`config.mk`:
```
export PLATFORM = sky130hd
export DESIGN_NAME = flyback_pwm_timing_core
export DESIGN_NICKNAME = d
export VERILOG_FILES = /design/src/rtl/flyback_pkg.sv /design/src/rtl/dither_sweep.sv /design/src/rtl/flyback_pwm_timing_core.sv /design/src/rtl/ramp_limit_table.sv
export SDC_FILE = /design/constraint.sdc
export NUM_CORES = 1
export LEC_CHECK = 0
export ABC_AREA = 1
export BUFFER_PORTS_ARGS = -buffer_cell sky130_fd_sc_hd__buf_2
export CAP_MARGIN = 20
export CORE_MARGIN = 2
export CORE_UTILIZATION = 60
export DETAILED_ROUTE_END_ITERATION = 6
export PLACE_DENSITY_LB_ADDON = 0.12
export RECOVER_POWER = 100
export SETUP_SLACK_MARGIN = 0.15
export SLEW_MARGIN = 5
export SYNTH_ARGS = -nofsm -noshare
export SYNTH_HDL_FRONTEND = slang
export SYNTH_SLANG_ARGS = --single-unit
```
`constraint.sdc`:
```
create_clock -name sys_clk -period 14.41 [get_ports sys_clk]
set_clock_uncertainty 0.15 [all_clocks]
set_input_delay 2.1615 -clock sys_clk [delete_from_list [all_inputs] [get_ports sys_clk]]
set_output_delay 2.1615 -clock sys_clk [all_outputs]
set_load 0.02 [all_outputs]
```
`src/rtl/flyback_pkg.sv`:
```
// shared constants and carrier types for the flyback pwm timing core
package flyback_pkg;
   // ---------------------------------------------------------------
   // clock and timing
   // ---------------------------------------------------------------
   localparam int CLK_HZ = 25000000;
   localparam int SOFT_START_MS = 12;
   localparam int SOFT_START_STEPS = 4;
   localparam int STEP_CYCLES = (CLK_HZ / 1000) * SOFT_START_MS / SOFT_START_STEPS;
   localparam int JITTER_PERIOD_MS = 4;
   localparam int JITTER_CYCLES = (CLK_HZ / 1000) * JITTER_PERIOD_MS;
   localparam int NOMINAL_FREQ_HZ = 100000;
   localparam int MIN_FREQ_HZ = 50000;
   // period in cycles: 250 at 100 kHz, 500 at the lowest frequency
   localparam logic [9:0] NOMINAL_PERIOD = 10'(CLK_HZ / NOMINAL_FREQ_HZ);
   localparam logic [9:0] LONGEST_PERIOD = 10'(CLK_HZ / MIN_FREQ_HZ);
   localparam int BLANK_NS = 300;
   localparam logic [9:0] BLANK_CYCLES = 10'((BLANK_NS * 25 + 999) / 1000);
   // jitter amplitude is 4 percent of the nominal period
   localparam logic [9:0] JITTER_SPAN = 10'((CLK_HZ / NOMINAL_FREQ_HZ) * 4 / 100);
   localparam logic [9:0] JITTER_STEP_CYCLES_HALF = 10'(0);
   localparam int JITTER_TICK = JITTER_CYCLES / (4 * 10);
   // ---------------------------------------------------------------
   // analog codes: 10 bit, 1 lsb = 4 mV
   // ---------------------------------------------------------------
   localparam logic [9:0] CS_START_LIMIT = 10'h04B;  // 0.3 V
   localparam logic [9:0] CS_PEAK_LIMIT = 10'h0C8;   // 0.8 V
   localparam logic [9:0] CS_LIMIT_STEP = 10'h029;   // rise per step, last step clamps to peak
   localparam logic [9:0] FB_REDUCE_LEVEL = 10'h1A9; // 1.7 V
   localparam logic [9:0] FB_MIN_LEVEL = 10'h0FA;    // 1.0 V, lowest frequency reached
   localparam logic [3:0] PWM_GAIN = 4'h3;
   localparam logic [9:0] PWM_OFFSET = 10'h07D;      // 0.5 V
   localparam logic [9:0] SLOPE_RATE = 10'h001;      // codes per cycle
   localparam int DUTY_MAX_PCT = 75;
   localparam int SLOPE_START_PCT = 40;
   // ---------------------------------------------------------------
   // types
   // ---------------------------------------------------------------
   typedef enum {ST_CHARGE1, ST_CHARGE2, ST_SOFT, ST_NORMAL} phase_t;
   typedef struct packed {
      logic [9:0] cs_code;   // current-sense pin voltage
      logic [9:0] fb_code;   // feedback voltage
   } sense_t;
endpackage

```
`src/rtl/dither_sweep.sv`:
```
// triangular period dither generator
`timescale 1ns/100ps
`default_nettype none
module dither_sweep (
   input wire logic sys_clk,        // system clock
   input wire logic rst_b,          // async reset, active low
   input wire logic enable,         // dither allowed
   output logic [9:0] offset        // signed-free offset 0..2*span
);
   logic [31:0] tick;
   logic up;
   always_ff @(posedge sys_clk or negedge rst_b) begin
      if (!rst_b) begin
         tick <= 32'h0;
         up <= 1'b1;
         offset <= flyback_pkg::JITTER_SPAN;
      end else if (!enable) begin
         tick <= 32'h0;
         offset <= flyback_pkg::JITTER_SPAN;
      end else if (tick >= 32'(flyback_pkg::JITTER_TICK - 1)) begin
         // full sweep of 4*span steps spans one jitter period
         tick <= 32'h0;
         if (up && offset >= 10'(2 * flyback_pkg::JITTER_SPAN)) begin
            up <= 1'b0;
            offset <= offset - 10'h001;
         end else if (!up && offset == 10'h000) begin
            up <= 1'b1;
            offset <= 10'h001;
         end else begin
            offset <= up ? offset + 10'h001 : offset - 10'h001;
         end
      end else begin
         tick <= tick + 32'h1;
      end
   end
endmodule // dither_sweep
`default_nettype wire

```
`src/rtl/flyback_pwm_timing_core.sv`:
```
// start-up sequencing and peak current mode pwm timing for the flyback controller
// Notes on behaviour
// - charge supply with tiny current to short threshold, then larger current to turn-on.
// - switching starts above turn-on threshold, always beginning in soft start.
// - soft start is digital, 12 ms long, in four equal steps.
// - peak current ceiling steps from 0.3 V up to 0.8 V.
// - at regulation, feedback loop takes over switch-off from soft-start ceiling.
// - each turn-on follows the oscillator; frequency depends on feedback voltage.
// - gate ends when scaled current signal exceeds feedback voltage.
// - current comparison ignored during blanking; blanking is minimum on-time.
// - gate forced off at 75 percent of the switching period.
// - scaled current signal equals sense voltage times gain plus offset.
// - full frequency at high load; reduction starts below 1.7 V feedback.
// - feedback never sets frequency below the lowest switch frequency; dither can lengthen that period by up to 10 cycles.
// - slope ramp added only beyond 40 percent on-time, growing with on-time.
// - slope compensation off in burst mode.
// - frequency dithers around nominal with a 4 ms cycle.
// - dither off in soft start, on in normal operation and reduction.
// - gate rise is slowed before the switch threshold is reached.
// - after blanking, gate ends when sense voltage exceeds the present peak limit.
`timescale 1ns/100ps
`default_nettype none
module flyback_pwm_timing_core (
   input wire logic sys_clk,                  // 25 MHz system clock
   input wire logic rst_b,                    // supply under-voltage reset, active low
   input wire logic supply_above_short,       // supply above supply_short_threshold
   input wire logic supply_above_on,          // supply above turn-on threshold
   input wire logic burst_mode,               // burst mode active, from outside
   input wire logic in_regulation,            // output has reached regulation
   input wire flyback_pkg::sense_t sense,     // digitised sense and feedback codes
   output logic first_step_charge_current,    // small pre-charge source on
   output logic second_step_charge_current,   // larger pre-charge source on
   output logic gate_on,                      // gate command
   output logic gate_soft_rise,               // slow-rise phase of the gate edge
   output logic soft_start_active,            // soft start in progress
   output logic [1:0] soft_step               // present soft-start step
);
   // ---------------------------------------------------------------
   // input synchronisers
   // ---------------------------------------------------------------
   logic [1:0] short_sync, on_sync, burst_sync, reg_sync;
   flyback_pkg::sense_t sense_meta, sense_s;
   always_ff @(posedge sys_clk or negedge rst_b) begin
      if (!rst_b) begin
         short_sync <= 2'h0;
         on_sync <= 2'h0;
         burst_sync <= 2'h0;
         reg_sync <= 2'h0;
         sense_meta <= '0;
         sense_s <= '0;
      end else begin
         short_sync <= {short_sync[0], supply_above_short};
         on_sync <= {on_sync[0], supply_above_on};
         burst_sync <= {burst_sync[0], burst_mode};
         reg_sync <= {reg_sync[0], in_regulation};
         sense_meta <= sense;
         sense_s <= sense_meta;
      end
   end
   logic short_ok, on_ok, burst, regulated;
   assign short_ok = short_sync[1];
   assign on_ok = on_sync[1];
   assign burst = burst_sync[1];
   assign regulated = reg_sync[1];

   // ---------------------------------------------------------------
   // start-up phase sequencer
   // ---------------------------------------------------------------
   flyback_pkg::phase_t phase;
   logic [31:0] step_count;
   always_ff @(posedge sys_clk or negedge rst_b) begin
      if (!rst_b) begin
         phase <= flyback_pkg::ST_CHARGE1;
      end else begin
         case (phase)
            flyback_pkg::ST_CHARGE1: begin
               if (short_ok) begin
                  phase <= flyback_pkg::ST_CHARGE2;
               end
            end
            flyback_pkg::ST_CHARGE2: begin
               if (on_ok) begin
                  phase <= flyback_pkg::ST_SOFT;
               end
            end
            flyback_pkg::ST_SOFT: begin
               if (soft_step == 2'(flyback_pkg::SOFT_START_STEPS - 1) &&
                   step_count == 32'(flyback_pkg::STEP_CYCLES - 1)) begin
                  phase <= flyback_pkg::ST_NORMAL;
               end
            end
            flyback_pkg::ST_NORMAL: begin
               phase <= flyback_pkg::ST_NORMAL;
            end
            default: begin
               phase <= flyback_pkg::ST_CHARGE1;
            end
         endcase
      end
   end

   // equal-length steps of the digital soft start
   always_ff @(posedge sys_clk or negedge rst_b) begin
      if (!rst_b) begin
         step_count <= 32'h0;
         soft_step <= 2'h0;
      end else if (phase != flyback_pkg::ST_SOFT) begin
         step_count <= 32'h0;
      end else if (step_count == 32'(flyback_pkg::STEP_CYCLES - 1)) begin
         step_count <= 32'h0;
         if (soft_step != 2'(flyback_pkg::SOFT_START_STEPS - 1)) begin
            soft_step <= soft_step + 2'h1;
         end
      end else begin
         step_count <= step_count + 32'h1;
      end
   end

   always_ff @(posedge sys_clk or negedge rst_b) begin
      if (!rst_b) begin
         first_step_charge_current <= 1'b0;
         second_step_charge_current <= 1'b0;
         soft_start_active <= 1'b0;
      end else begin
         first_step_charge_current <= phase == flyback_pkg::ST_CHARGE1;
         second_step_charge_current <= phase == flyback_pkg::ST_CHARGE2;
         soft_start_active <= phase == flyback_pkg::ST_SOFT;
      end
   end

   // ---------------------------------------------------------------
   // peak ceiling and dither
   // ---------------------------------------------------------------
   logic [9:0] ramp_ceiling;
   ramp_limit_table u_table (
      .sys_clk(sys_clk),
      .rst_b(rst_b),
      .step(soft_step),
      .limit(ramp_ceiling)
   );

   logic switching, normal_run, dither_en;
   assign switching = phase == flyback_pkg::ST_SOFT || phase == flyback_pkg::ST_NORMAL;
   assign normal_run = phase == flyback_pkg::ST_NORMAL;
   assign dither_en = normal_run;

   logic [9:0] dither_offset;
   dither_sweep u_dither (
      .sys_clk(sys_clk),
      .rst_b(rst_b),
      .enable(dither_en),
      .offset(dither_offset)
   );

   // soft-start ceiling holds until both the ramp is done and regulation is seen
   logic [9:0] peak_limit;
   assign peak_limit = (normal_run && regulated) ? flyback_pkg::CS_PEAK_LIMIT : ramp_ceiling;

   // ---------------------------------------------------------------
   // oscillator period from feedback
   // ---------------------------------------------------------------
   logic [9:0] base_period, period_target, period;
   logic [10:0] fb_drop;
   always_comb begin
      fb_drop = 11'h0;
      if (sense_s.fb_code >= flyback_pkg::FB_REDUCE_LEVEL) begin
         base_period = flyback_pkg::NOMINAL_PERIOD;
      end else if (sense_s.fb_code <= flyback_pkg::FB_MIN_LEVEL) begin
         base_period = flyback_pkg::LONGEST_PERIOD;
      end else begin
         // linear in period: 175 fb codes spread over 250 period cycles
         fb_drop = 11'(flyback_pkg::FB_REDUCE_LEVEL - sense_s.fb_code);
         base_period = 10'(flyback_pkg::NOMINAL_PERIOD +
            10'((fb_drop * 11'd10) / 11'd7));
      end
      period_target = 10'(base_period + dither_offset - flyback_pkg::JITTER_SPAN);
   end

   // ---------------------------------------------------------------
   // cycle counter and gate timing
   // ---------------------------------------------------------------
   logic [9:0] cyc, max_on, slope_start;
   logic cycle_end;
   assign cycle_end = cyc >= period - 10'h001;
   assign max_on = 10'((20'(period) * 20'(flyback_pkg::DUTY_MAX_PCT)) / 20'd100);
   assign slope_start = 10'((20'(period) * 20'(flyback_pkg::SLOPE_START_PCT)) / 20'd100);

   always_ff @(posedge sys_clk or negedge rst_b) begin
      if (!rst_b) begin
         cyc <= 10'h0;
         period <= flyback_pkg::NOMINAL_PERIOD;
      end else if (!switching || cycle_end) begin
         cyc <= 10'h0;
         period <= period_target;
      end else begin
         cyc <= cyc + 10'h001;
      end
   end

   // scaled current signal with slope ramp
   logic [13:0] scaled_current_signal, slope_add;
   always_comb begin
      slope_add = 14'h0;
      if (!burst && cyc > slope_start) begin
         slope_add = 14'((cyc - slope_start) * flyback_pkg::SLOPE_RATE);
      end
      scaled_current_signal = 14'(sense_s.cs_code * flyback_pkg::PWM_GAIN) +
         14'(flyback_pkg::PWM_OFFSET) + slope_add;
   end

   logic blanking, fb_trip, peak_trip, duty_trip;
   assign blanking = cyc < flyback_pkg::BLANK_CYCLES;
   assign fb_trip = regulated && scaled_current_signal > 14'(sense_s.fb_code);
   assign peak_trip = sense_s.cs_code > peak_limit;
   assign duty_trip = cyc >= max_on - 10'h001;

   logic next_gate;
   always_comb begin
      next_gate = gate_on;
      if (!switching) begin
         next_gate = 1'b0;
      end else if (cycle_end) begin
         next_gate = 1'b1;
      end else if (gate_on && duty_trip) begin
         next_gate = 1'b0;
      end else if (gate_on && !blanking && (fb_trip || peak_trip)) begin
         next_gate = 1'b0;
      end
   end

   always_ff @(posedge sys_clk or negedge rst_b) begin
      if (!rst_b) begin
         gate_on <= 1'b0;
      end else begin
         gate_on <= next_gate;
      end
   end

   // slow rise for the first four cycles of each pulse
   always_ff @(posedge sys_clk or negedge rst_b) begin
      if (!rst_b) begin
         gate_soft_rise <= 1'b0;
      end else begin
         gate_soft_rise <= next_gate && (!gate_on || cyc < 10'h003);
      end
   end
endmodule // flyback_pwm_timing_core
`default_nettype wire

```
`src/rtl/ramp_limit_table.sv`:
```
// small memory of soft-start current ceilings, registered read
`timescale 1ns/100ps
`default_nettype none
module ramp_limit_table (
   input wire logic sys_clk,        // system clock
   input wire logic rst_b,          // async reset, active low
   input wire logic [1:0] step,     // soft-start step index
   output logic [9:0] limit         // registered ceiling code
);
   logic [9:0] table_mem [4];
   genvar g;
   generate
      for (g = 0; g < 4; g++) begin : g_entry
         assign table_mem[g] = (g == 3) ? flyback_pkg::CS_PEAK_LIMIT :
            10'(flyback_pkg::CS_START_LIMIT + 10'(g) * flyback_pkg::CS_LIMIT_STEP);
      end
   endgenerate
   always_ff @(posedge sys_clk or negedge rst_b) begin
      if (!rst_b) begin
         limit <= flyback_pkg::CS_START_LIMIT;
      end else begin
         limit <= table_mem[step];
      end
   end
endmodule // ramp_limit_table
`default_nettype wire
```
# == After elaboration in Yosys (flattened, before gate mapping) ==
# Cells that the tools add are included.
# op_classes
n_mul,4
bitwise_logic,2
eq_ne,14
addsub,15
n_shift,0
div_mod_pow,3
n_lt_le_gt_ge,12
mux,27
n_reduce_logical,26
# op_table
operator,n
32-bit 2-to-1 mux,7
32-bit case mux with 4 select lines,1
10-bit 2-to-1 mux,11
"32-bit by 2-bit equality test with 1-bit output, second input constant",3
"32-bit by 1-bit adder with 32-bit output, second input constant",2
"32-bit by 3-bit equality test with 1-bit output, second input constant",2
32-bit zero test,2
"32-bit by 1-bit equality test with 1-bit output, second input constant",1
"32-bit by 17-bit equality test with 1-bit output, second input constant",1
"32-bit by 12-bit >= comparator with 1-bit output, second input constant",1
"32-bit by 3-bit inequality test with 1-bit output, second input constant",1
"10-bit by 1-bit subtractor with 10-bit output, second input constant",3
"10-bit by 1-bit adder with 10-bit output, second input constant",2
10-bit binary-select mux with 2-bit select,1
"16-bit by 7-bit divider with 20-bit output, second input constant",1
"17-bit by 7-bit divider with 20-bit output, second input constant",1
10-bit >= comparator,2
10-bit greater-than comparator,2
"10-bit by 7-bit multiplier with 17-bit output, second input constant",1
13-bit by 14-bit adder with 14-bit output,1
14-bit by 10-bit greater-than comparator with 1-bit output,1
14-bit 2-to-1 mux,1
"12-bit by 7-bit adder with 13-bit output, second input constant",1
"10-bit by 3-bit multiplier with 13-bit output, second input constant",1
27 further kinds,53
# word_totals
out_inout_bits,7
elab_cells,125
mem_bits_ro,0
regBits,192
n_memories,0
latchBits,0
mem_bits_rw,0

# == Depth between registers and ports, before layout ==
# depth
ltp_word,15
mapped_depth,109

# == By module ==
# Synthesis repeated with hierarchy kept, for this count alone.
# unflattened
hier_cells,2210
area_unflattened_um2,15730.1
# modules_own_cells
mod,seq_area_each_um2,instances,area_each_um2,cells_per_inst
flyback_pwm_timing_core,2735.1,1,13257.7,1929
dither_sweep,1079.8,1,2177.1,258
ramp_limit_table,180.2,1,295.3,23

# == Least setup slack after synthesis ==
# No wires, ideal clock.
# synth_timing
path_type,register to register
start,register period[3]
end,register gate_soft_rise
t_arrival_ns,11.759
slack_ns,2.437
path_buffers,0
stages_incl_launch_ff,99
setup_ns,0.065
path_cell_list,dfstp_2 ha_1 ha_1 inv_1 fa_1 inv_1 nand3_1 a21oi_2 nand4_1 o311ai_1 or2_2 nor2_4 nand2_2 nand2_2 nor2_2 nand2_2 nand2_2 nand2_1 [... 63 more ...] inv_1 a21oi_1 o21ai_0 a21o_1 a21oi_1 xor2_1 ha_1 a21oi_1 o21ai_0 a21oi_1 a41o_1 nand3_1 nor2_1 nand3_1 a22o_1 a211o_1 a21oi_1 o21a_1
# synth_between
elab_chain_cells,15
elab_cells_between_ends,23
cone_classes,add/sub (4); mul (2); div (2); order compare (4); mux (5); reduce/logical (6)
# synth_rtl
item,line_no,text
from (decl),flyback_pwm_timing_core.sv:162,"logic [9:0] base_period, period_target, period;"
from (signal assigned),flyback_pwm_timing_core.sv:191,period <= flyback_pkg::NOMINAL_PERIOD;
from (signal assigned),flyback_pwm_timing_core.sv:194,period <= period_target;
branches (longest 12 deep; another with 17-bit by 7-bit divider with 20-bit output),-,
1-bit 2-to-1 mux *,flyback_pwm_timing_core.sv:222,end else if (cycle_end) begin
1-bit 2-to-1 mux *,flyback_pwm_timing_core.sv:220,if (!switching) begin
via next_gate,flyback_pwm_timing_core.sv:217,logic next_gate;
1-bit logical AND *,flyback_pwm_timing_core.sv:244,gate_soft_rise <= next_gate && (!gate_on || cyc < 10'h003);
to (signal assigned),flyback_pwm_timing_core.sv:244,
to (decl),flyback_pwm_timing_core.sv:34,"output logic gate_soft_rise,"
# Mark *: on every way through the listed nets, which the timed path passes.
# A chain may end at the register's enable or synchronous reset.

# == Worst setup path in the final report ==
# layout_timing
start,register period[1]
end,register gate_soft_rise
# Same word-level chain as after synthesis.

==> results summary <==
By instance count, the cell type seen most on the critical path is sky130_fd_sc_hd__nand2_2. The net count of the finished layout is 2,413. For this run, the leading register cell type out of synthesis is sky130_fd_sc_hd__dfrtp_1. The sum of negative setup slack came out at 0 ns.

The count of endpoints failing setup in the final report came out at 0. The detailed router finished its first iteration with 804 violations. The proportion of register bits with asynchronous set or reset after synthesis is 100%. The max capacitance violation total came out at 2. Ranked by total cell area, the synthesized netlist is headed by sky130_fd_sc_hd__dfrtp_1, sky130_fd_sc_hd__ha_1, sky130_fd_sc_hd__nand2_1. The total overflow reported by the global router came out at 0. 0 antenna diodes ended up in the layout. The wire length of the first global-routing pass is 55,500 µm.

STA classifies the critical path startpoint as a flip-flop. The floorplan die height is 164 µm. The largest stage delay on the critical path came out at 0.60 ns.

The worst setup path is captured at a flip-flop. The total number of vias came out at 13.3k. The total number of placement rows came out at 58. No sink is reached through more buffers than the 2 on the longest clock path. The maximum number of pins on one net before global-route repair is 104. The max-slew violation total from the final report came to 162. The count of buffers inserted at the top-level ports came out at 32. In this run the worst path has a maximum fanout of 7. The top routing layer in use is met4.

The number of enable-type register cells in the synthesized netlist is 0. The checks that failed: capacitance limit, slew limit. The top achievable clock speed is 0.0768 GHz. The synthesis-to-layout area growth is 8.83%. The instance count of the mapped netlist came out at 2,112. The per-cell via count in the routed design is 5.26. The area of the core is 25,200 µm². In the final routed layout, each cell accounts on average for 13.0 µm.

A synthesized cell averages 7.28 µm². The HPWL reported at the end of detailed placement came out at 25,900 µm. The number of antenna-violating nets in the routed design came out at 0. Leaving out fill and tap cells, the most frequent cell in the layout is sky130_fd_sc_hd__nand2_1. The path class of the tightest hold or removal check is reg2reg. The clock-pin slew reported for the worst setup and hold paths after clock tree synthesis came out at 0.08 ns. The hold violation total from the final report is 0. CTS placed an instance of sky130_fd_sc_hd__clkbuf_16 at the clock tree root. The final critical path time including I/O delays and setup is 13.03 ns. The number of remaining DRC errors came out at 0.

The proportion of netlist area held by the largest area contributor came out at 23.8%. The sequential fraction of the synthesis area is 26.0%. Wire segments on met2 add up to 16,000 µm in the final route. For this design, the slowest cell found on the critical path is sky130_fd_sc_hd__dfstp_2. The starting density of the core came out at 61.0%. Of the available clock period, the critical path in the final layout requires 90.4%. In the layout the commonest cells are sky130_fd_sc_hd__nand2_1, sky130_fd_sc_hd__inv_1, sky130_fd_sc_hd__nor2_1.

The number of distinct standard cells referenced by the synthesized netlist is 65. The routed metal-1 wire length is 15,400 µm. The wire length on met3 came out at 928 µm. The aggregate global-route resource usage came out at 25.1%. The number of clock sinks seen by CTS is 159.

The count of boundary I/O pins came out at 33. The final estimated routing congestion in global placement came out at 0.905. The clock latency on the worst-skew pair is 0.44 ns. The data arrival at the endpoint of the critical path came out at 13.26 ns. The synthesized area came out at 15,400 µm². In this run the tightest slew margin relative to its limit is -249%. The count of hold buffers inserted by post-cts repair is 0.

The final layout contains routed wiring with a total length of 32,700 µm. The slew at the pin closest to its max-slew limit is 5.23 ns. The via count of the first global-routing pass was 12.5k. The initial antenna violation count is 0. The total number of yosys warnings is 0.

The floorplan step defined a die boundary enclosing 26,900 µm². The cell type contributing the most total cell area after synthesis is sky130_fd_sc_hd__dfrtp_1. The pre-antenna-repair detailed-routing pass consisted of 5 iterations.

Setup repair after global routing left no endpoint under its margin. The register bit total from synthesis came out at 159. The run finished, with violations left. The H-tree depth reported by CTS is 4.

For the worst setup path, the data required time is 14.64 ns. The clock buffer count from CTS came out at 17. From left edge to right edge, the die measures 164 µm. The worst setup path is of the reg2reg kind. TritonCTS built the clock tree. In the final layout, the share of cells above drive strength 1 is 12.3%.
[cells in the mapped netlist (23+ instances only)]
master / n
sky130_fd_sc_hd__nor2_1: 195
sky130_fd_sc_hd__nand2_1: 425
sky130_fd_sc_hd__nand4_1: 42
sky130_fd_sc_hd__fa_1: 23
sky130_fd_sc_hd__o21ai_0: 73
sky130_fd_sc_hd__nor3_1: 44
sky130_fd_sc_hd__inv_2: 25
sky130_fd_sc_hd__inv_1: 357
sky130_fd_sc_hd__nand3_1: 111
sky130_fd_sc_hd__nand2_4: 23
sky130_fd_sc_hd__dfrtp_1: 146
sky130_fd_sc_hd__ha_1: 180
sky130_fd_sc_hd__a21oi_1: 100
sky130_fd_sc_hd__xor2_1: 70
sky130_fd_sc_hd__nand2_2: 73
[sequential cells by signal (all words and copies together), names as in the netlist]
register	flops
burst_sync	2
cyc	10
first_step_charge_current	1
gate_on	1
gate_soft_rise	1
on_sync	2
period	10
phase	2
reg_sync	2
second_step_charge_current	1
sense_meta	20
sense_s	20
short_sync	2
soft_start_active	1
soft_step	2
step_count	32
u_dither.offset	10
u_dither.tick	32
u_dither.up	1
u_table.limit	7
[critical path: cells and delay by family (launching register included)]
kind            cells  cell delay [ns]
fa+ha+maj          10             2.69
compound gates     20             2.99
simple gates       62             5.79
xor+xnor            1             0.18
flops               1             0.60
buf+inv             7             0.57
[per-layer routing]
layer  GRT usage, %  up-vias
met4           5.70        0
met1           33.4     6172
met5              0        -
met2           44.0      179
li1               -     6927
met3           2.75       23
[through the flow]
step           hold WS, ns  cell area, µm²  cells  utilization, %  setup slack [ns]
2_1_floorplan        0.181           15400   2131               -              2.44
3_3_place_gp         0.183           16000   2487            63.5              1.52
3_5_place_dp         0.185           16000   2487            63.5              1.02
4_1_cts              0.193           16600   2519            65.9             0.932
5_1_grt              0.196           16700   2527            66.4            0.0908
6_report             0.193           16700   2527            66.4              1.38
[path summary, 6_finish.rpt]
kind                               start               end  slack (ns)  depth (start not counted)
min reg2reg                sense_meta[0]        sense_s[0]        0.19                          0
max in group asynchronous          rst_b            cyc[3]        6.07                          2
max reg2reg                    period[1]    gate_soft_rise        1.38                        100
min in group asynchronous          rst_b  u_dither.tick[7]        3.48                          1
max                            period[1]    gate_soft_rise        1.38                        100
min                        sense_meta[0]        sense_s[0]        0.19                          0
[layout make-up]
cell class,count,area (µm²)
multi-input combinational,1581,10100
clock buffer,17,425
timing repair buffer,41,213
sequential,159,4000
inverter,384,1440
clock inverter,15,181
tap,330,413
fill,2163,8460
[logic make-up (layout without fill, tap and decap cells)]
| logic type | Yosys count | count (layout) | synth area share, % |
|---|---|---|---|
| multiplexers | 2 | 2 | 0.138 |
| AO/OA/AOI/OAI | 253 | 253 | 9.35 |
| flip-flops | 159 | 159 | 26.0 |
| AND/OR/NAND/NOR | 1010 | 1010 | 31.9 |
| buffers and inverters | 391 | 457 | 9.57 |
| XOR/XNOR | 93 | 93 | 5.35 |
| adder cells (fa/ha/maj) | 203 | 203 | 17.7 |
| other | 1 | 20 | 0.0244 |
[what timing repair did]
| item | 4_1_cts | 5_1_grt |
|---|---|---|
| gates resized for setup | 0 | 24 |
| setup buffers | 0 | 8 |
| endpoints found under the setup margin | 0 | 2 |
Power is not shown: default switching activity piles up to over one toggle a cycle in this logic, so the estimate is an artifact.
